==> config.mk <==
export PLATFORM = sky130hd
export DESIGN_NAME = bmid_decoder
export DESIGN_NICKNAME = d
export VERILOG_FILES = /design/src/design/bmid_pkg.sv /design/src/design/bmid_decoder.sv
export VERILOG_INCLUDE_DIRS = /design/src /design/src/design
export SDC_FILE = /design/constraint.sdc
export NUM_CORES = 1
export LEC_CHECK = 0
export BUFFER_PORTS_ARGS = -buffer_cell sky130_fd_sc_hd__clkbuf_2
export CAP_MARGIN = 20
export CORE_MARGIN = 2
export CORE_UTILIZATION = 43
export CTS_CLUSTER_SIZE = 40
export DETAILED_ROUTE_END_ITERATION = 16
export PLACE_DENSITY = 0.76
export SYNTH_ARGS = -nofsm -noshare
export SYNTH_HDL_FRONTEND = slang
export SYNTH_SLANG_ARGS = --single-unit
==> constraint.sdc <==
create_clock -name clk_i -period 0.9 [get_ports clk_i]
set_clock_uncertainty 0.15 [all_clocks]
set_input_delay 0.045 -clock clk_i [delete_from_list [all_inputs] [get_ports clk_i]]
set_output_delay 0.045 -clock clk_i [all_outputs]
set_load 0.01 [all_outputs]
==> src/design/bmid_params.svh <==
// Constants for the boot mode index decoder: field positions, codes and timing.
// Assumes the configuration word is presented by non-volatile storage after reset.
// Overview of operation
// Index valid when index plus complement plus one zero
// Blank or unprogrammed word defaults to serial loader
// Index 00, complement FF or 00 selects loader
// 10/EF productive user, 01/FE alternate loader; others reserved
// Alternate loader starts at FF40, large variant only
// Indices 50, 52, 54 select diagnostic user mode
// Indices 60, 62, 64 select on-chip debug mode
// Single-pin debug enabled only in debug or diagnostic
// Rewritten index takes effect after the soft reset
// Index sits in word bits 7 to 0
// Active clock mode chosen before user code runs
// Software disables watchdog before rewriting the index; core model sets wdt_off_ff in the same cycle as the rewrite
// Complement sits in word bits 15 to 8
// User and diagnostic modes start at address zero
// Bit 31 picks 8 or 24 MHz with waits
// Sample once per reset, hold core until decoded
`ifndef BMID_PARAMS_SVH
`define BMID_PARAMS_SVH
`define BMID_IDX_LSB 0
`define BMID_CMP_LSB 8
`define BMID_PERIPH_BIT 30
`define BMID_CLKSEL_BIT 31
`define BMID_IDX_LOADER 8'h00
`define BMID_CMP_BLANK_A 8'hff
`define BMID_CMP_BLANK_B 8'h00
`define BMID_IDX_ALT_LOADER 8'h01
`define BMID_IDX_USER 8'h10
`define BMID_IDX_DIAG0 8'h50
`define BMID_IDX_DIAG1 8'h52
`define BMID_IDX_DIAG2 8'h54
`define BMID_IDX_DEBUG0 8'h60
`define BMID_IDX_DEBUG1 8'h62
`define BMID_IDX_DEBUG2 8'h64
`define BMID_ADDR_USER 16'h0000
`define BMID_ADDR_ALT_LOADER 16'hff40
`define BMID_SETTLE_NS 8
`define BMID_CLK_PERIOD_NS 4
`define BMID_SETTLE_CYC ((`BMID_SETTLE_NS + `BMID_CLK_PERIOD_NS - 1) / `BMID_CLK_PERIOD_NS)
`endif

==> src/design/bmid_pkg.sv <==
// Types shared by the boot mode index decoder.
// Assumes nothing of its surroundings.
package bmid_pkg;
	typedef enum logic [2:0] {
		BOOT_LOADER = 3'h0,
		BOOT_ALT_LOADER = 3'h1,
		BOOT_USER = 3'h2,
		BOOT_DIAG = 3'h3,
		BOOT_DEBUG = 3'h4
	} bmid_mode_type;
	typedef enum logic [1:0] {
		ST_SETTLE = 2'h0,
		ST_DECODE = 2'h1,
		ST_RUN = 2'h2
	} bmid_state_type;
	typedef struct packed {
		bmid_state_type state;
		logic [3:0] cnt;
		bmid_mode_type mode;
		logic [1:0] pin;
		logic dbg_en;
		logic clk_fast;
		logic wait_state;
		logic periph_en;
		logic [15:0] start_addr;
		logic [7:0] index;
		logic core_run;
	} bmid_state_s_type;
endpackage

==> src/design/bmid_decoder.sv <==
// Boot mode index decoder: samples the stored configuration word after each reset,
// checks the index, and presents start mode, debug pin and clock choice to the core.
// Assumes user_config_word_i is stable from reset release until the core is released.
`timescale 1ns/100ps
`include "bmid_params.svh"
module bmid_decoder #(
	parameter bit LARGE_FLASH = 1'b1
) (
	// Clock and reset
	input wire logic clk_i,
	input wire logic rst_n_i,
	// Stored configuration word
	input wire logic [31:0] user_config_word_i,
	// Core start-up controls
	output logic core_reset_n_o,
	output bmid_pkg::bmid_mode_type boot_mode_o,
	output logic [15:0] start_addr_o,
	output logic [7:0] boot_config_byte0_o,
	// Single-pin debug
	output logic single_pin_debug_en_o,
	output logic [1:0] single_pin_debug_sel_o,
	// Clock setup and peripheral enable
	output logic active_clock_select_o,
	output logic flash_wait_state_o,
	output logic peripherals_en_o
);
	localparam logic [3:0] SETTLE = 4'(`BMID_SETTLE_CYC);

	logic [1:0] rst_sync_ff;
	logic rst_n;
	bmid_pkg::bmid_state_s_type st_ff;
	bmid_pkg::bmid_state_s_type nxt_st;
	logic [7:0] idx;
	logic [7:0] cmp;
	logic valid;

	// Reset is released through two stages; the core soft reset also lands here
	always_ff @(posedge clk_i or negedge rst_n_i) begin
		if (!rst_n_i) begin
			rst_sync_ff <= 2'h0;
		end else begin
			rst_sync_ff <= {rst_sync_ff[0], 1'b1};
		end
	end
	assign rst_n = rst_sync_ff[1];

	assign idx = user_config_word_i[`BMID_IDX_LSB +: 8];
	assign cmp = user_config_word_i[`BMID_CMP_LSB +: 8];
	assign valid = 8'(idx + cmp + 8'h01) == 8'h00;

	always_comb begin
		nxt_st = st_ff;
		case (st_ff.state)
			bmid_pkg::ST_SETTLE: begin
				// Storage read-out settles before the word is trusted
				if (st_ff.cnt == SETTLE) begin
					nxt_st.state = bmid_pkg::ST_DECODE;
				end else begin
					nxt_st.cnt = 4'(st_ff.cnt + 4'h1);
				end
			end
			bmid_pkg::ST_DECODE: begin
				// Anything unrecognised falls back to the loader so the part stays recoverable
				nxt_st.mode = bmid_pkg::BOOT_LOADER;
				nxt_st.pin = 2'h0;
				nxt_st.dbg_en = 1'b0;
				nxt_st.start_addr = `BMID_ADDR_USER;
				nxt_st.index = idx;
				if (idx == `BMID_IDX_LOADER &&
						(cmp == `BMID_CMP_BLANK_A || cmp == `BMID_CMP_BLANK_B)) begin
					nxt_st.mode = bmid_pkg::BOOT_LOADER;
				end else if (valid) begin
					case (idx)
						`BMID_IDX_USER: begin
							nxt_st.mode = bmid_pkg::BOOT_USER;
						end
						`BMID_IDX_ALT_LOADER: begin
							if (LARGE_FLASH) begin
								nxt_st.mode = bmid_pkg::BOOT_ALT_LOADER;
								nxt_st.start_addr = `BMID_ADDR_ALT_LOADER;
							end
						end
						`BMID_IDX_DIAG0, `BMID_IDX_DIAG1, `BMID_IDX_DIAG2: begin
							nxt_st.mode = bmid_pkg::BOOT_DIAG;
							nxt_st.pin = idx[2:1];
							nxt_st.dbg_en = 1'b1;
						end
						`BMID_IDX_DEBUG0, `BMID_IDX_DEBUG1, `BMID_IDX_DEBUG2: begin
							nxt_st.mode = bmid_pkg::BOOT_DEBUG;
							nxt_st.pin = idx[2:1];
							nxt_st.dbg_en = 1'b1;
						end
						default: begin
							nxt_st.mode = bmid_pkg::BOOT_LOADER;
						end
					endcase
				end
				nxt_st.clk_fast = user_config_word_i[`BMID_CLKSEL_BIT];
				nxt_st.wait_state = user_config_word_i[`BMID_CLKSEL_BIT];
				nxt_st.periph_en = user_config_word_i[`BMID_PERIPH_BIT];
				nxt_st.state = bmid_pkg::ST_RUN;
			end
			bmid_pkg::ST_RUN: begin
				// Core leaves reset only after clock and mode are applied
				nxt_st.core_run = 1'b1;
			end
			default: begin
				nxt_st.state = bmid_pkg::ST_SETTLE;
			end
		endcase
	end

	always_ff @(posedge clk_i or negedge rst_n) begin
		if (!rst_n) begin
			st_ff <= '{state: bmid_pkg::ST_SETTLE, cnt: 4'h0, mode: bmid_pkg::BOOT_LOADER,
				pin: 2'h0, dbg_en: 1'b0, clk_fast: 1'b0, wait_state: 1'b0,
				periph_en: 1'b0, start_addr: 16'h0000, index: 8'h00, core_run: 1'b0};
		end else begin
			st_ff <= nxt_st;
		end
	end

	assign core_reset_n_o = st_ff.core_run;
	assign boot_mode_o = st_ff.mode;
	assign start_addr_o = st_ff.start_addr;
	assign boot_config_byte0_o = st_ff.index;
	assign single_pin_debug_en_o = st_ff.dbg_en;
	assign single_pin_debug_sel_o = st_ff.pin;
	assign active_clock_select_o = st_ff.clk_fast;
	assign flash_wait_state_o = st_ff.wait_state;
	assign peripherals_en_o = st_ff.periph_en;

	a_core_held: assert property (@(posedge clk_i) disable iff (!rst_n)
		st_ff.state != bmid_pkg::ST_RUN |-> !core_reset_n_o)
		else $error("core released before decode");
	a_mode_stable: assert property (@(posedge clk_i) disable iff (!rst_n)
		core_reset_n_o |=> $stable(boot_mode_o) && $stable(start_addr_o) && core_reset_n_o)
		else $error("mode changed while core runs");
	a_dbg_mode: assert property (@(posedge clk_i) disable iff (!rst_n)
		single_pin_debug_en_o == (boot_mode_o == bmid_pkg::BOOT_DIAG ||
			boot_mode_o == bmid_pkg::BOOT_DEBUG))
		else $error("debug enable disagrees with mode");
	a_user_valid: assert property (@(posedge clk_i) disable iff (!rst_n)
		st_ff.state == bmid_pkg::ST_DECODE && idx == `BMID_IDX_USER && valid
		|=> boot_mode_o == bmid_pkg::BOOT_USER && start_addr_o == 16'h0000)
		else $error("productive user mode not decoded");
	a_invalid_loader: assert property (@(posedge clk_i) disable iff (!rst_n)
		st_ff.state == bmid_pkg::ST_DECODE && !valid |=> boot_mode_o == bmid_pkg::BOOT_LOADER)
		else $error("invalid index not sent to loader");
	a_alt_addr: assert property (@(posedge clk_i) disable iff (!rst_n)
		boot_mode_o == bmid_pkg::BOOT_ALT_LOADER |-> start_addr_o == 16'hff40)
		else $error("alternate loader start address wrong");
	a_debug_pin: assert property (@(posedge clk_i) disable iff (!rst_n)
		st_ff.state == bmid_pkg::ST_DECODE && idx == 8'h64 && cmp == 8'h9b
		|=> boot_mode_o == bmid_pkg::BOOT_DEBUG && single_pin_debug_sel_o == 2'h2)
		else $error("debug pin two not selected");
	a_clock_sel: assert property (@(posedge clk_i) disable iff (!rst_n)
		$rose(core_reset_n_o) |-> active_clock_select_o == flash_wait_state_o
		&& active_clock_select_o == $past(user_config_word_i[31], 2))
		else $error("clock mode not applied before start");
	a_decode_time: assert property (@(posedge clk_i) disable iff (!rst_n)
		$rose(rst_n) |-> ##[1:8] core_reset_n_o)
		else $error("core not released in time");

	// Start-up sequence: settle and decode are left exactly as the walk describes; run is held until reset

	a_reset_view: assert property (@(posedge clk_i) disable iff (!rst_n)
		$rose(rst_n) |-> !core_reset_n_o && boot_mode_o == bmid_pkg::BOOT_LOADER
		&& !single_pin_debug_en_o)
		else $error("outputs not cleared by reset");

	a_settle_bound: assert property (@(posedge clk_i) disable iff (!rst_n)
		st_ff.state == bmid_pkg::ST_SETTLE |-> st_ff.cnt <= SETTLE)
		else $error("settle counter overran");

	a_settle_exit: assert property (@(posedge clk_i) disable iff (!rst_n)
		st_ff.state == bmid_pkg::ST_SETTLE && st_ff.cnt == SETTLE
		|=> st_ff.state == bmid_pkg::ST_DECODE)
		else $error("settle did not end in decode");

	a_decode_once: assert property (@(posedge clk_i) disable iff (!rst_n)
		st_ff.state == bmid_pkg::ST_DECODE |=> st_ff.state == bmid_pkg::ST_RUN)
		else $error("decode lasted more than one cycle");

	a_run_stays: assert property (@(posedge clk_i) disable iff (!rst_n)
		st_ff.state == bmid_pkg::ST_RUN |=> st_ff.state == bmid_pkg::ST_RUN)
		else $error("run state left without reset");

	a_core_follows: assert property (@(posedge clk_i) disable iff (!rst_n)
		st_ff.state == bmid_pkg::ST_RUN |=> core_reset_n_o)
		else $error("core not released after decode");

	// Loader selection, including the blank-word exception to the check

	a_loader_blank: assert property (@(posedge clk_i) disable iff (!rst_n)
		st_ff.state == bmid_pkg::ST_DECODE && idx == 8'h00 && cmp == 8'hff
		|=> boot_mode_o == bmid_pkg::BOOT_LOADER && !single_pin_debug_en_o)
		else $error("index 00 with ff not sent to loader");

	a_loader_zero: assert property (@(posedge clk_i) disable iff (!rst_n)
		st_ff.state == bmid_pkg::ST_DECODE && idx == 8'h00 && cmp == 8'h00
		|=> boot_mode_o == bmid_pkg::BOOT_LOADER && !single_pin_debug_en_o)
		else $error("index 00 with 00 not sent to loader");

	a_reserved_idx: assert property (@(posedge clk_i) disable iff (!rst_n)
		st_ff.state == bmid_pkg::ST_DECODE && valid && !(idx inside {8'h00, 8'h01, 8'h10,
			8'h50, 8'h52, 8'h54, 8'h60, 8'h62, 8'h64})
		|=> boot_mode_o == bmid_pkg::BOOT_LOADER)
		else $error("reserved index not sent to loader");

	a_alt_decode: assert property (@(posedge clk_i) disable iff (!rst_n)
		st_ff.state == bmid_pkg::ST_DECODE && LARGE_FLASH && idx == 8'h01 && cmp == 8'hfe
		|=> boot_mode_o == bmid_pkg::BOOT_ALT_LOADER && start_addr_o == 16'hff40)
		else $error("alternate loader not decoded");

	// Diagnostic and debug pin choice

	a_diag_pin0: assert property (@(posedge clk_i) disable iff (!rst_n)
		st_ff.state == bmid_pkg::ST_DECODE && idx == 8'h50 && cmp == 8'haf
		|=> boot_mode_o == bmid_pkg::BOOT_DIAG && single_pin_debug_sel_o == 2'h0)
		else $error("diagnostic pin zero not selected");

	a_diag_pin1: assert property (@(posedge clk_i) disable iff (!rst_n)
		st_ff.state == bmid_pkg::ST_DECODE && idx == 8'h52 && cmp == 8'had
		|=> boot_mode_o == bmid_pkg::BOOT_DIAG && single_pin_debug_sel_o == 2'h1)
		else $error("diagnostic pin one not selected");

	a_diag_pin2: assert property (@(posedge clk_i) disable iff (!rst_n)
		st_ff.state == bmid_pkg::ST_DECODE && idx == 8'h54 && cmp == 8'hab
		|=> boot_mode_o == bmid_pkg::BOOT_DIAG && single_pin_debug_sel_o == 2'h2)
		else $error("diagnostic pin two not selected");

	a_debug_pin0: assert property (@(posedge clk_i) disable iff (!rst_n)
		st_ff.state == bmid_pkg::ST_DECODE && idx == 8'h60 && cmp == 8'h9f
		|=> boot_mode_o == bmid_pkg::BOOT_DEBUG && single_pin_debug_sel_o == 2'h0)
		else $error("debug pin zero not selected");

	a_debug_pin1: assert property (@(posedge clk_i) disable iff (!rst_n)
		st_ff.state == bmid_pkg::ST_DECODE && idx == 8'h62 && cmp == 8'h9d
		|=> boot_mode_o == bmid_pkg::BOOT_DEBUG && single_pin_debug_sel_o == 2'h1)
		else $error("debug pin one not selected");

	a_sel_range: assert property (@(posedge clk_i) disable iff (!rst_n)
		single_pin_debug_sel_o != 2'h3)
		else $error("debug pin choice out of range");

	a_dbg_off: assert property (@(posedge clk_i) disable iff (!rst_n)
		!single_pin_debug_en_o |-> single_pin_debug_sel_o == 2'h0)
		else $error("pin chosen while debug interface off");

	a_dbg_fixed: assert property (@(posedge clk_i) disable iff (!rst_n)
		core_reset_n_o |=> $stable(single_pin_debug_en_o) && $stable(single_pin_debug_sel_o))
		else $error("debug interface changed while core runs");

	// Start address, index byte, clock choice and peripheral enable

	a_user_addr: assert property (@(posedge clk_i) disable iff (!rst_n)
		boot_mode_o inside {bmid_pkg::BOOT_USER, bmid_pkg::BOOT_DIAG, bmid_pkg::BOOT_DEBUG}
		|-> start_addr_o == 16'h0000)
		else $error("user start address not zero");

	a_index_byte: assert property (@(posedge clk_i) disable iff (!rst_n)
		st_ff.state == bmid_pkg::ST_DECODE |=> boot_config_byte0_o == $past(idx))
		else $error("index byte not captured");

	a_index_fixed: assert property (@(posedge clk_i) disable iff (!rst_n)
		core_reset_n_o |=> $stable(boot_config_byte0_o))
		else $error("index byte changed without reset");

	a_clk_decode: assert property (@(posedge clk_i) disable iff (!rst_n)
		st_ff.state == bmid_pkg::ST_DECODE
		|=> active_clock_select_o == $past(user_config_word_i[31]))
		else $error("clock choice not taken from bit 31");

	a_wait_pair: assert property (@(posedge clk_i) disable iff (!rst_n)
		active_clock_select_o == flash_wait_state_o)
		else $error("wait state disagrees with clock mode");

	a_clock_fixed: assert property (@(posedge clk_i) disable iff (!rst_n)
		core_reset_n_o |=> $stable(active_clock_select_o) && $stable(flash_wait_state_o))
		else $error("clock mode changed while core runs");

	a_periph_bit: assert property (@(posedge clk_i) disable iff (!rst_n)
		st_ff.state == bmid_pkg::ST_DECODE
		|=> peripherals_en_o == $past(user_config_word_i[30]))
		else $error("peripheral enable not taken from bit 30");

	a_periph_fixed: assert property (@(posedge clk_i) disable iff (!rst_n)
		core_reset_n_o |=> $stable(peripherals_en_o))
		else $error("peripheral enable changed while core runs");
endmodule

==> impl_metrics.ini <==
[logic_synthesis]
synth_enable_flop_cells = 0
yosys.area.top_type = dfrtp_1
ys_types = 32
ys_async_sr_fraction_pct = 100.0
ys_ff_latch = 26
yosys-top-cells-area = dfrtp_1 41%, buf_4 14%, ha_1 7.1%
postSynthCellCount = 158
syn_area_per_cell_sq_um = 10.02
yosysWarnings = 0
synth_flop_cell = dfrtp_1
synthesis.area_sq_um = 1583
synth.top_cell.area_share_pct = 41.11
yosysMostFrequentCell = buf_4
ys_seq_area_share_pct = 41.11
synthTopCellsByCount = 30 x buf_4, 26 x dfrtp_1, 20 x nand2_1, 9 x ha_1, 8 x mux2_2

[timing]
rsz0062_at_grt = yes
hold_slack_ns = -0.1576
final-hold-violation-count = 3
final-setup-viol-count = 51
fin_crit_ns = 1.778
worst_slack_ns = -0.8783
drv_slew = 0
fin_tns_setup_ns = -16.04
period_share_pct = 197.6
fmax_mhz = 562.3

[clock_tree]
numCtsBuffers = 3
hold_buffers = 4
ctsHtreeMaxLevel = 1
clk_latency_ns = 0.28
cts_tree = done
clk_pin_slew_ns = 0.09
cts_root_buf = clkbuf_8
clock_path_buffers = 2
cts_sinks = 26

[global_routing]
grt_pass1_vias = 1224
track_usage_pct = 17.22
antenna_found_initial = 0
grt_first_pass_wirelength_mm = 5.589
overflow = 0
grt_max_degree = 25

[cells_and_area]
multi_input_area_sq_um = 877.1
final.fill_count = 286
drive_gt1_share_pct = 57.39
diodes = 0
seqCellArea_sq_um = 651.9
area_growth_pct = 50.91
nets = 274

[floorplanning]
ios = 68
die_h_microns = 64.67
die_w_microns = 64.67
rows = 22
die-area_sq_um = 4182
start_util_pct = 43.89
core_area_sq_um = 3606

[setup_path]
critPathMaxFanout = 7
cpMostUsedCell = buf_4
cp-start-kind = input pin
crit_required_ns = 0.92
cp-end-kind = register
path_class = input pin to register
crit_chain = buf_4, ha_4, or2_1, o31a_1, buf_4, a21oi_1, xnor2_1, nand3_4, o41ai_2
max_stage_delay_ns = 0.37
worstPathArrival_ns = 1.80
cp.buffers_inverters = 2
cp_top_family = compound AO/OA/AOI/OAI gates
rrSetupSlack_ns = -0.73
crit_slowest_cell = o41ai_2

[min_path]
min-delay-path-class = input pin to register

[run_status]
status = finished with violations
violations = negative hold slack, negative setup slack

[pwr]
peakVddDrop_uv = 1037
leakage_uw = 0.001161
powerDensity_nw_per_um2 = 1078

[detailed_routing]
avgRoutedWirePerCell_microns = 13.09
drc = 0
firstDrtPassIters = 4
routed_via_density = 4.741
ant_nets = 0
vias = 1318
first_iter_violations = 28
wirelength_mm = 3.639

[place]
io_buffers = 46
dp_hpwl_mm = 2.398
gp_congestion = 0.8061

[flow_run]
cap_viol_max_count = 0
-- power by group --
part / total, uW / switching [uW] / internal, uW
Sequential: 1210 / 17.5 / 1190
Clock: 763 / 371 / 393
Combinational: 598 / 292 / 306
Total: 2570 / 680 / 1890
-- path summary, 6_finish.rpt --
kind,from,end,depth (start not counted)
worst max-delay path,user_config_word_i[2],boot_mode_o[1],9
worst min-delay path,user_config_word_i[31],flash_wait_state_o,2
worst max register to register,st_ff[39],boot_mode_o[1],4
worst min register to register,rst_sync_ff[1],flash_wait_state_o,1
max in group asynchronous,rst_n_i,rst_sync_ff[1],2
min in group asynchronous,rst_sync_ff[1],flash_wait_state_o,1
-- flip-flops by register name (all words and copies together), names as in the netlist, 2 cells and up --
register                flops
boot_mode_o                 3
st_ff                       6
single_pin_debug_sel_o      2
boot_config_byte0_o         8
rst_sync_ff                 2
-- layout make-up --
type | count | share of cell area, %
Clock buffer | 4 | 2.305
Inverter | 4 | 0.6286
Multi-Input combinational cell | 102 | 36.72
Sequential cell | 26 | 27.29
Tap cell | 48 | 2.514
Timing Repair Buffer | 94 | 30.54
-- cell families (layout without fill, tap and decap cells) --
group                    Yosys count  after routing  synth area share, %
AO/OA/AOI/OAI                     19             19                8.222
adder cells (fa/ha/maj)           10             10                7.747
buffers and inverters             36            102                15.65
XOR/XNOR                           9              9                4.981
flip-flops                        26             26                41.11
AND/OR/NAND/NOR                   48             48                16.13
multiplexers                       8              8                5.692
other                              2              8               0.4745
-- layout by cell type (no fill, tap or decap), types with 3 or more instances in the layout --
cell           synthesis  final
dlygate4sd3_1          0      4
nand3_1                5      4
nand2_2                0      3
clkbuf_2               0     36
mux2_2                 8      8
a21oi_1                4      3
ha_1                   9      4
xor2_1                 3      3
inv_1                  4      3
conb_1                 2      8
clkbuf_8               0      5
nand2_1               20     15
buf_6                  0     14
nor2_1                 4      3
o31ai_2                0      3
ha_4                   0      4
dfrtp_1               26     25
xnor2_1                6      6
buf_4                 30     35
-- layer usage --
metal / up-vias / GRT usage, % / wire length, microns
li1: 642 / - / -
met1: 633 / 22.28 / 1490
met2: 38 / 29.30 / 1929
met3: 5 / 2.951 / 161
met4: 0 / 5.585 / 57
met5: - / 0 / 0
-- what timing repair did --
item                                    4_1_cts  5_1_grt
endpoints found under the setup margin       51       53
gates cloned                                  1        1
gates resized for setup                      16       41
pin swaps                                     8       17
setup buffers                                 7        9
hold endpoints to repair                      7        2
-- stage by stage --
step	std cells	total power, uW	setup WS (ns)	area [sq um]	util (%)
global route	278	2688	-0.9686	2389	66.24
detailed placement	255	1705	-1.143	1934	53.64
global placement	255	1697	-1.065	1934	53.64
floorplan	164	1533	-0.8624	1660	-
finish	278	2574	-0.8783	2389	66.24
CTS	271	2494	-0.8375	2163	59.99
(Power assumes the default switching activity.)
